==> src/spsp_cfg.svh <==
`ifndef SPSP_CFG_SVH
`define SPSP_CFG_SVH
// Charge current select codes
`define SPSP_CUR_USB2     2'h0
`define SPSP_CUR_USB3     2'h1
`define SPSP_CUR_1A5      2'h2
`define SPSP_CUR_3A0      2'h3
// Sink detected level codes
`define SPSP_LVL_NONE     2'h0
`define SPSP_LVL_LEGACY   2'h1
`define SPSP_LVL_MID      2'h2
`define SPSP_LVL_HIGH     2'h3
// Controller register offsets
`define SPSP_OFF_CTRL     12'h000
`define SPSP_OFF_STAT     12'h004
`define SPSP_OFF_IRQ_STS  12'h008
`define SPSP_OFF_IRQ_MSK  12'h00C
// Control fields
`define SPSP_CTRL_EN_BIT  0
`define SPSP_CTRL_OC_BIT  1
// Interrupt status fields
`define SPSP_IRQ_OC_BIT   0
`define SPSP_IRQ_ATT_BIT  1
`define SPSP_IRQ_PWR_BIT  2
`define SPSP_IRQ_MSK_RST  3'h0
// Retry delay after overcurrent, in cycles
`define SPSP_RETRY_CYC    16'h00FF
`endif

==> src/spsp_pkg.sv <==
package spsp_pkg;
    typedef enum logic [1:0] {SPSP_MODE_OFF, SPSP_MODE_SRC, SPSP_MODE_SNK} spsp_mode_t;
    typedef enum logic [1:0] {SPSP_PWR_OFF, SPSP_PWR_ON, SPSP_PWR_FAULT, SPSP_PWR_RETRY} spsp_pwr_t;
endpackage

==> src/spsp_if.sv <==
`timescale 1ns/10ps
// Pins between port controller and hub. The open-drain report pin carries in/out/oe_n; the interrupt pin has out/oe_n only.
interface spsp_if;
    logic       attach;
    logic       attach_oe_n;
    logic       orient;
    logic       orient_oe_n;
    logic       overcurrent_report_n_out;
    logic       overcurrent_report_n_oe_n;
    logic       overcurrent_report_n_in;
    logic       partner_overcurrent_n;
    logic       port_switch_enable_in;
    logic       charge_current_sel_lo;
    logic       charge_current_sel_hi;
    logic       auto_retry_sel;
    logic       sink_legacy_level_n;
    logic       sink_mid_level_n;
    logic       sink_high_level_n;
    logic       sink_levels_oe_n;
    logic       irq_n_out;
    logic       irq_n_oe_n;
    // Open-drain wired level, idle high through weak pull-up
    assign overcurrent_report_n_in = overcurrent_report_n_oe_n ? 1'b1 : overcurrent_report_n_out;
    modport dev (
        output attach, attach_oe_n, orient, orient_oe_n,
        output overcurrent_report_n_out, overcurrent_report_n_oe_n,
        input  partner_overcurrent_n, port_switch_enable_in,
        input  charge_current_sel_lo, charge_current_sel_hi, auto_retry_sel,
        output sink_legacy_level_n, sink_mid_level_n, sink_high_level_n, sink_levels_oe_n,
        output irq_n_out, irq_n_oe_n
    );
    modport hub (
        input  attach, attach_oe_n, orient, orient_oe_n,
        input  overcurrent_report_n_in,
        output partner_overcurrent_n, port_switch_enable_in,
        output charge_current_sel_lo, charge_current_sel_hi, auto_retry_sel
    );
endinterface

==> src/spsp_dev_end.sv <==
`timescale 1ns/10ps
`include "spsp_cfg.svh"
module spsp_dev_end (
    // Clock and reset
    input  wire logic        pclk,
    input  wire logic        presetn,
    // Link
    spsp_if.dev              link,
    // Analog front-end results
    input  wire logic [1:0]  op_mode,
    input  wire logic        cc_attached,
    input  wire logic        cc1_rd,
    input  wire logic        cc2_higher,
    input  wire logic [1:0]  sink_level,
    input  wire logic        local_overcurrent,
    // APB slave
    input  wire logic        psel,
    input  wire logic        penable,
    input  wire logic        pwrite,
    input  wire logic [11:0] paddr,
    input  wire logic [31:0] pwdata,
    output logic [31:0]      prdata,
    output logic             pready,
    output logic             pslverr,
    // Results
    output logic [1:0]       advertised_current,
    output logic             port_power,
    output logic             irq
);
    // ****************************************************
    // Synchronisers and strap capture
    // ****************************************************
    logic [1:0]             poc_sync_reg, pen_sync_reg, ret_sync_reg;
    logic [1:0]             cap_sync_reg [2];
    logic                   cap_done_reg;
    spsp_pkg::spsp_mode_t   mode;
    spsp_pkg::spsp_pwr_t    pwr_reg;
    logic [15:0]            retry_cnt_reg;
    logic                   ctrl_en_reg, ctrl_oc_reg;
    logic [2:0]             irq_sts_reg, irq_msk_reg, irq_ev;
    logic                   att_d_reg, pwr_d_reg;
    logic                   oc_active, wr_acc;
    // Pins from the hub side pass two flops first
    always_ff @(posedge pclk or negedge presetn) begin
        if (!presetn) begin
            poc_sync_reg    <= 2'h3;
            pen_sync_reg    <= 2'h0;
            ret_sync_reg    <= 2'h0;
        end else begin
            poc_sync_reg    <= {poc_sync_reg[0], link.partner_overcurrent_n};
            pen_sync_reg    <= {pen_sync_reg[0], link.port_switch_enable_in};
            ret_sync_reg    <= {ret_sync_reg[0], link.auto_retry_sel};
        end
    end
    // Strap flops run through reset so the strap is settled at release;
    // a reset shorter than two clock edges would capture an unknown value
    always_ff @(posedge pclk) begin
        cap_sync_reg[0] <= {link.charge_current_sel_hi, link.charge_current_sel_lo};
        cap_sync_reg[1] <= cap_sync_reg[0];
    end
    always_ff @(posedge pclk or negedge presetn) begin
        if (!presetn) begin
            cap_done_reg       <= 1'b0;
            advertised_current <= `SPSP_CUR_USB2;
        end else if (!cap_done_reg) begin
            cap_done_reg       <= 1'b1;
            advertised_current <= cap_sync_reg[1];
        end
    end
    // Mode decode from core configuration
    always_comb begin
        unique case (op_mode)
            2'h1:    mode = spsp_pkg::SPSP_MODE_SRC;
            2'h2:    mode = spsp_pkg::SPSP_MODE_SNK;
            default: mode = spsp_pkg::SPSP_MODE_OFF;
        endcase
    end
    // ****************************************************
    // Port power and overcurrent recovery
    // ****************************************************
    // partner low is fault source
    assign oc_active = ~poc_sync_reg[1] | local_overcurrent;
    // Power only follows the hub enable while gated on by software
    always_ff @(posedge pclk or negedge presetn) begin
        if (!presetn) begin
            pwr_reg       <= spsp_pkg::SPSP_PWR_OFF;
            retry_cnt_reg <= 16'h0000;
            port_power    <= 1'b0;
        end else if (mode != spsp_pkg::SPSP_MODE_SRC) begin
            pwr_reg       <= spsp_pkg::SPSP_PWR_OFF;
            retry_cnt_reg <= 16'h0000;
            port_power    <= 1'b0;
        end else begin
            port_power <= (pwr_reg == spsp_pkg::SPSP_PWR_ON);
            unique case (pwr_reg)
                spsp_pkg::SPSP_PWR_OFF: begin
                    if (pen_sync_reg[1] && ctrl_en_reg && !oc_active) begin
                        pwr_reg <= spsp_pkg::SPSP_PWR_ON;
                    end
                end
                spsp_pkg::SPSP_PWR_ON: begin
                    if (oc_active) begin
                        pwr_reg <= spsp_pkg::SPSP_PWR_FAULT;
                    end else if (!pen_sync_reg[1] || !ctrl_en_reg) begin
                        pwr_reg <= spsp_pkg::SPSP_PWR_OFF;
                    end
                end
                spsp_pkg::SPSP_PWR_FAULT: begin
                    if (ret_sync_reg[1] && !oc_active) begin
                        pwr_reg       <= spsp_pkg::SPSP_PWR_RETRY;
                        retry_cnt_reg <= `SPSP_RETRY_CYC;
                    end
                end
                spsp_pkg::SPSP_PWR_RETRY: begin
                    if (oc_active) begin
                        pwr_reg <= spsp_pkg::SPSP_PWR_FAULT;
                    end else if (retry_cnt_reg == 16'h0000) begin
                        pwr_reg <= spsp_pkg::SPSP_PWR_OFF;
                    end else begin
                        retry_cnt_reg <= retry_cnt_reg - 16'h0001;
                    end
                end
            endcase
        end
    end
    // ****************************************************
    // Status pins
    // ****************************************************
    // Pins driven from flops; oe_n low means driven
    always_ff @(posedge pclk or negedge presetn) begin
        if (!presetn) begin
            link.attach                    <= 1'b0;
            link.attach_oe_n               <= 1'b1;
            link.orient                    <= 1'b0;
            link.orient_oe_n               <= 1'b1;
            link.overcurrent_report_n_out  <= 1'b0;
            link.overcurrent_report_n_oe_n <= 1'b1;
        end else begin
            link.attach_oe_n <= (mode == spsp_pkg::SPSP_MODE_OFF);
            link.orient_oe_n <= (mode == spsp_pkg::SPSP_MODE_OFF);
            link.attach <= (mode != spsp_pkg::SPSP_MODE_OFF) & cc_attached;
            if (mode == spsp_pkg::SPSP_MODE_SRC) begin
                link.orient <= ~cc1_rd;
            end else if (mode == spsp_pkg::SPSP_MODE_SNK) begin
                link.orient <= cc2_higher;
            end else begin
                link.orient <= 1'b0;
            end
            link.overcurrent_report_n_out  <= 1'b0;
            link.overcurrent_report_n_oe_n <= !((mode == spsp_pkg::SPSP_MODE_SRC)
                                                && (local_overcurrent || ctrl_oc_reg));
        end
    end
    // Sink level outputs, active low, at most one driven low at a time, all three enabled together while in sink mode
    always_ff @(posedge pclk or negedge presetn) begin
        if (!presetn) begin
            link.sink_legacy_level_n <= 1'b1;
            link.sink_mid_level_n    <= 1'b1;
            link.sink_high_level_n   <= 1'b1;
            link.sink_levels_oe_n    <= 1'b1;
        end else begin
            link.sink_levels_oe_n <= (mode != spsp_pkg::SPSP_MODE_SNK);
            link.sink_legacy_level_n <= !((mode == spsp_pkg::SPSP_MODE_SNK) && cc_attached
                                          && (sink_level == `SPSP_LVL_LEGACY));
            link.sink_mid_level_n    <= !((mode == spsp_pkg::SPSP_MODE_SNK) && cc_attached
                                          && (sink_level == `SPSP_LVL_MID));
            link.sink_high_level_n   <= !((mode == spsp_pkg::SPSP_MODE_SNK) && cc_attached
                                          && (sink_level == `SPSP_LVL_HIGH));
        end
    end
    // ****************************************************
    // Registers and interrupts
    // ****************************************************
    assign wr_acc = psel && penable && pwrite;
    assign irq_ev[`SPSP_IRQ_OC_BIT]  = oc_active;
    assign irq_ev[`SPSP_IRQ_ATT_BIT] = link.attach != att_d_reg;
    assign irq_ev[`SPSP_IRQ_PWR_BIT] = port_power != pwr_d_reg;
    // Edge history for event detection
    always_ff @(posedge pclk or negedge presetn) begin
        if (!presetn) begin
            att_d_reg <= 1'b0;
            pwr_d_reg <= 1'b0;
        end else begin
            att_d_reg <= link.attach;
            pwr_d_reg <= port_power;
        end
    end
    // Control, mask and sticky status; a set beats a same-cycle clear
    always_ff @(posedge pclk or negedge presetn) begin
        if (!presetn) begin
            ctrl_en_reg <= 1'b1;
            ctrl_oc_reg <= 1'b0;
            irq_msk_reg <= `SPSP_IRQ_MSK_RST;
            irq_sts_reg <= 3'h0;
        end else begin
            if (wr_acc && paddr == `SPSP_OFF_CTRL) begin
                ctrl_en_reg <= pwdata[`SPSP_CTRL_EN_BIT];
                ctrl_oc_reg <= pwdata[`SPSP_CTRL_OC_BIT];
            end
            if (wr_acc && paddr == `SPSP_OFF_IRQ_MSK) begin
                irq_msk_reg <= pwdata[2:0];
            end
            if (wr_acc && paddr == `SPSP_OFF_IRQ_STS) begin
                irq_sts_reg <= (irq_sts_reg & ~pwdata[2:0]) | irq_ev;
            end else begin
                irq_sts_reg <= irq_sts_reg | irq_ev;
            end
        end
    end
    // APB read data, zero-wait answer, error on unmapped address
    always_ff @(posedge pclk or negedge presetn) begin
        if (!presetn) begin
            prdata  <= 32'h0000_0000;
            pready  <= 1'b0;
            pslverr <= 1'b0;
        end else begin
            pready  <= psel && !penable;
            pslverr <= psel && !penable && !(paddr == `SPSP_OFF_CTRL || paddr == `SPSP_OFF_STAT
                       || paddr == `SPSP_OFF_IRQ_STS || paddr == `SPSP_OFF_IRQ_MSK);
            unique case (paddr)
                `SPSP_OFF_CTRL:    prdata <= {30'h0, ctrl_oc_reg, ctrl_en_reg};
                `SPSP_OFF_STAT:    prdata <= {25'h0, port_power, advertised_current,
                                              mode, link.orient, link.attach};
                `SPSP_OFF_IRQ_STS: prdata <= {29'h0, irq_sts_reg};
                `SPSP_OFF_IRQ_MSK: prdata <= {29'h0, irq_msk_reg};
                default:           prdata <= 32'h0000_0000;
            endcase
        end
    end
    // Level interrupt plus open-drain pin
    // active low open-drain
    always_ff @(posedge pclk or negedge presetn) begin
        if (!presetn) begin
            irq             <= 1'b0;
            link.irq_n_out  <= 1'b0;
            link.irq_n_oe_n <= 1'b1;
        end else begin
            irq             <= |(irq_sts_reg & irq_msk_reg);
            link.irq_n_out  <= 1'b0;
            link.irq_n_oe_n <= ~|(irq_sts_reg & irq_msk_reg);
        end
    end
endmodule

==> src/flat_wrapper.sv <==
// flat-port wrapper written by rule: the top's interface ports become plain ports
module spsp_dev_end_flat 
  (pclk, presetn, op_mode, cc_attached, cc1_rd, cc2_higher, sink_level, local_overcurrent, psel, penable, pwrite, paddr, pwdata, prdata, pready, pslverr, advertised_current, port_power, irq, link_attach, link_attach_oe_n, link_orient, link_orient_oe_n, link_overcurrent_report_n_out, link_overcurrent_report_n_oe_n, link_partner_overcurrent_n, link_port_switch_enable_in, link_charge_current_sel_lo, link_charge_current_sel_hi, link_auto_retry_sel, link_sink_legacy_level_n, link_sink_mid_level_n, link_sink_high_level_n, link_sink_levels_oe_n, link_irq_n_out, link_irq_n_oe_n);
  spsp_if link_i ();
  input  wire logic pclk;
  input  wire logic presetn;
  input  wire logic [1:0] op_mode;
  input  wire logic cc_attached;
  input  wire logic cc1_rd;
  input  wire logic cc2_higher;
  input  wire logic [1:0] sink_level;
  input  wire logic local_overcurrent;
  input  wire logic psel;
  input  wire logic penable;
  input  wire logic pwrite;
  input  wire logic [11:0] paddr;
  input  wire logic [31:0] pwdata;
  output logic [31:0] prdata;
  output logic pready;
  output logic pslverr;
  output logic [1:0] advertised_current;
  output logic port_power;
  output logic irq;
  output wire logic [$bits(link_i.attach)-1:0] link_attach;
  output wire logic [$bits(link_i.attach_oe_n)-1:0] link_attach_oe_n;
  output wire logic [$bits(link_i.orient)-1:0] link_orient;
  output wire logic [$bits(link_i.orient_oe_n)-1:0] link_orient_oe_n;
  output wire logic [$bits(link_i.overcurrent_report_n_out)-1:0] link_overcurrent_report_n_out;
  output wire logic [$bits(link_i.overcurrent_report_n_oe_n)-1:0] link_overcurrent_report_n_oe_n;
  input wire logic [$bits(link_i.partner_overcurrent_n)-1:0] link_partner_overcurrent_n;
  input wire logic [$bits(link_i.port_switch_enable_in)-1:0] link_port_switch_enable_in;
  input wire logic [$bits(link_i.charge_current_sel_lo)-1:0] link_charge_current_sel_lo;
  input wire logic [$bits(link_i.charge_current_sel_hi)-1:0] link_charge_current_sel_hi;
  input wire logic [$bits(link_i.auto_retry_sel)-1:0] link_auto_retry_sel;
  output wire logic [$bits(link_i.sink_legacy_level_n)-1:0] link_sink_legacy_level_n;
  output wire logic [$bits(link_i.sink_mid_level_n)-1:0] link_sink_mid_level_n;
  output wire logic [$bits(link_i.sink_high_level_n)-1:0] link_sink_high_level_n;
  output wire logic [$bits(link_i.sink_levels_oe_n)-1:0] link_sink_levels_oe_n;
  output wire logic [$bits(link_i.irq_n_out)-1:0] link_irq_n_out;
  output wire logic [$bits(link_i.irq_n_oe_n)-1:0] link_irq_n_oe_n;
  assign link_attach = link_i.attach;
  assign link_attach_oe_n = link_i.attach_oe_n;
  assign link_orient = link_i.orient;
  assign link_orient_oe_n = link_i.orient_oe_n;
  assign link_overcurrent_report_n_out = link_i.overcurrent_report_n_out;
  assign link_overcurrent_report_n_oe_n = link_i.overcurrent_report_n_oe_n;
  assign link_i.partner_overcurrent_n = link_partner_overcurrent_n;
  assign link_i.port_switch_enable_in = link_port_switch_enable_in;
  assign link_i.charge_current_sel_lo = link_charge_current_sel_lo;
  assign link_i.charge_current_sel_hi = link_charge_current_sel_hi;
  assign link_i.auto_retry_sel = link_auto_retry_sel;
  assign link_sink_legacy_level_n = link_i.sink_legacy_level_n;
  assign link_sink_mid_level_n = link_i.sink_mid_level_n;
  assign link_sink_high_level_n = link_i.sink_high_level_n;
  assign link_sink_levels_oe_n = link_i.sink_levels_oe_n;
  assign link_irq_n_out = link_i.irq_n_out;
  assign link_irq_n_oe_n = link_i.irq_n_oe_n;
  spsp_dev_end u_core (.pclk(pclk), .presetn(presetn), .link(link_i), .op_mode(op_mode), .cc_attached(cc_attached), .cc1_rd(cc1_rd), .cc2_higher(cc2_higher), .sink_level(sink_level), .local_overcurrent(local_overcurrent), .psel(psel), .penable(penable), .pwrite(pwrite), .paddr(paddr), .pwdata(pwdata), .prdata(prdata), .pready(pready), .pslverr(pslverr), .advertised_current(advertised_current), .port_power(port_power), .irq(irq));
endmodule
==> config.mk <==
export PLATFORM = sky130hd
export DESIGN_NAME = spsp_dev_end_flat
export DESIGN_NICKNAME = d
export VERILOG_FILES = /design/src/spsp_pkg.sv /design/src/spsp_if.sv /design/src/spsp_dev_end.sv /design/src/flat_wrapper.sv
export VERILOG_INCLUDE_DIRS = /design/src
export SDC_FILE = /design/constraint.sdc
export NUM_CORES = 1
export LEC_CHECK = 0
export BUFFER_PORTS_ARGS = -buffer_cell sky130_fd_sc_hd__buf_2
export CORE_MARGIN = 4
export CORE_UTILIZATION = 44
export DETAILED_ROUTE_END_ITERATION = 16
export GPL_TIMING_DRIVEN = 0
export PLACE_DENSITY = 0.77
export REMOVE_ABC_BUFFERS = 1
export SYNTH_ARGS = -nofsm -noshare
export SYNTH_HDL_FRONTEND = slang
export SYNTH_SLANG_ARGS = --single-unit
==> constraint.sdc <==
create_clock -name pclk -period 2.1 [get_ports pclk]
set_clock_uncertainty 0.2 [all_clocks]
set_input_delay 0.105 -clock pclk [delete_from_list [all_inputs] [get_ports pclk]]
set_output_delay 0.105 -clock pclk [all_outputs]
set_load 0.03 [all_outputs]
==> key figures <==
Run status
  • Status: complete, no violations

Synth
  • Synth Warn #: 0
  • Synth cell types: 58
  • Synth Register Bits: 61
  • Count leader, synth: dfrtp_1
  • Yosys top cell area share: 40.0%
  • Largest cells by area after synthesis: dfrtp_1 (40%), dfstp_2 (8.9%), buf_4 (7.1%), dfxtp_1 (2.7%), mux2_2 (2.7%)
  • Mapped Area: 2940 um^2
  • Multiplexer share of the synthesized area: 4.21%
  • Async S/R FF share, synth: 93.4%
  • Syn Inst Count: 270
  • Compound-Gate Fraction of Synth Area: 13.9%
  • Largest family of logic cells by synthesized area: simple AND/OR/NAND/NOR gates
  • Sequential area share after synthesis: 51.6%
  • Cell type with the highest aggregate area in the netlist: dfrtp_1
  • Synthesized-area fraction occupied by and/or/nand/nor cells: 18.5%
  • Adder-cell share of the synthesized area: 1.28%
  • Commonest cells post-synth: dfrtp_1 (47), buf_4 (28), nand3_1 (15), nor2_1 (15), nand2_1 (11)
  • Main synth FF type: dfrtp_1
  • Avg Cell Area, Syn: 10.9 um^2
  • Post-synth EDFFs: 0
  • Post-Synth XOR/XNOR Area: 0.595%

Clock network
  • H-tree depth: 3
  • Num Clock Sinks: 61
  • Worst skew pair latency: 0.35 ns
  • CTS clk-pin slew, worst paths: 0.08 ns
  • Max clock buf depth: 2
  • Clock root buffer: clkbuf_8
  • CTS tree: built
  • CTS buffer count: 9

Routing
  • Routed length per instance: 15.2 um
  • DRC Markers: 0
  • Routed Antenna Nets: 0
  • First-pass DRT Iterations: 5
  • Via Count: 2387
  • WL met3: 458 um
  • Post-Route WL: 6690 um
  • Wire length on met1: 2820 um
  • Met2 routed WL: 3300 um
  • Routed vias/inst: 5.44
  • Initial DRC count: 167
  • Highest routed layer: met4

Setup path
  • Max incr delay on CP: 0.48 ns
  • Reg2Reg Depth: 4
  • Worst R2R Start: u_core.retry_cnt_reg[12]
  • Crit end category: flop
  • Worst Setup Start Kind: flop
  • CP max FO: 8
  • Worst Path Required: 2.13 ns
  • FF-to-FF End: u_core.retry_cnt_reg[0]
  • Worst Path Arrival: 2.05 ns
  • Setup CP Type: reg -> reg
  • R2r setup slk: 0.08 ns
  • CP max stage cell: nor3_1
  • Crit-path cells: nor3_1 > nand4_4 > o21a_4 > o221a_1

Layout
  • Fraction of layout cells with a size suffix above 1: 31.2%
  • Diode count: 0
  • Nets: 422
  • Max reg flops: 16
  • Final Util: 57.6%
  • Synth-to-layout area growth: 25.7%

Floorplan
  • Total core area: 6420 um^2
  • Num ports: 112
  • Initial Utilization: 45.8%
  • Die area: 8060 um^2
  • Rows: 29
  • Die width: 89.8 um
  • Chip height: 89.8 um

Power
  • Power Total: 2.50 mW
  • Peak VDD IR: 0.397 mV
  • Power per cell area: 675 nW/um^2
  • Static leakage: 1.73 nW

Place
  • Gp weighted congestion: 0.862
  • PortBufs: 55
  • HPWL after DPL: 4430 um

Global routing
  • Total grt overflow: 0
  • GRT Overall Usage: 17.0%
  • Initial antenna violation count: 0
  • Vias in the first global route: 2333
  • Pin count of the biggest net entering global routing: 58
  • First-pass GRT wire length: 11200 um

Timing
  • Slew HR: 54.0%
  • Peak Freq: 0.495 GHz
  • RSZ-0062 raised after global routing: false
  • Clock period minus final worst setup slack: 2.02 ns
  • Worst-Margin Slew: 0.691 ns
  • Final hold slack: 0.0209 ns
  • Final Hold Viols: 0
  • Slew Limit Fails: 0
  • Final setup vio count: 0
  • Period utilization: 96.3%

Hold path
  • Hold Crit Depth: 4
  • Worst min-delay path startpoint: op_mode[0]
  • Sink of the worst hold path: u_core.link.sink_levels_oe_n
  • Hold WC Path Type: in -> reg

Run
  • Max-capacitance violation count: 0
power by group:
group	switching (mW)	internal (mW)
Sequential	0.0144	1.21
Combinational	0.182	0.0884
Clock	0.546	0.460
Total	0.742	1.75
cell type report:
type                    count  area, um^2
clock buffers               9         124
clock inverters             7        65.1
fillers                   519        2720
inverters                  11        45.0
multi-input cells         188        1270
flip-flops and latches     61        1520
well taps                  77        96.3
repair buffers             86         577
how the worst max path moves through the flow:
stage,start,to,slack [ns]
finish,u_core.retry_cnt_reg[12],u_core.retry_cnt_reg[0],0.08
global route,u_core.retry_cnt_reg[2],u_core.retry_cnt_reg[9],0.00008
CTS,u_core.retry_cnt_reg[0],u_core.retry_cnt_reg[0],-0.02
detailed placement,u_core.retry_cnt_reg[0],u_core.retry_cnt_reg[0],-0.82
global placement,u_core.retry_cnt_reg[0],u_core.retry_cnt_reg[8],-0.80
floorplan,u_core.retry_cnt_reg[0],u_core.retry_cnt_reg[0],-0.33
cell usage in the layout, fill, tap and decap left out, types with 6 or more instances in the layout:
cell type / instances
conb_1: 28
dfstp_2: 10
nand4_1: 6
o21ai_0: 6
nand3_1: 14
buf_2: 54
nand2_1: 10
inv_1: 10
mux2_2: 7
dlygate4sd3_1: 25
nor3_1: 10
nor2_1: 15
and2_1: 7
dfrtp_1: 45
a21o_1: 6
buf_4: 6
clkbuf_8: 9
metal layers:
metal,vias up,track usage (%)
met1,1158,21.8
met3,11,3.92
met2,102,27.6
met5,-,0
li1,1116,-
met4,0,7.41
timing repair:
action	4_1_cts	5_1_grt
pin swaps	0	1
hold buffers	25	0
buffers inserted	3	3
hold endpoints to repair	71	0
gates resized for setup	2	10
endpoints found under the setup margin	18	17
critical path, delay by kind of cell, from the launching register on:
kind | cells | cell delay, ns
DFF | 1 | 0.44
AOI/OAI and AO/OA | 2 | 0.54
and+or+nand+nor | 2 | 0.72
stage by stage:
stage	std cells	TNS, ns	setup slack, ns	instance area (um^2)
final	439	0	0.0783	3700
after detailed placement	392	-12.54	-0.821	3170
after CTS	436	-0.0206	-0.0164	3640
after global placement	392	-12.22	-0.799	3170
after floorplan	260	-3.58	-0.325	2800
after global routing	439	0	0.0000806	3700
kinds of logic (layout without fill, tap and decap cells):
family,after synthesis,count (layout)
simple gates,92,92
xor+xnor,2,2
buf+inv,47,113
flops,61,61
fa+ha+maj,3,3
mux,9,9
other cells,2,28
compound gates,54,54
Power figures use the tool's default switching activity.
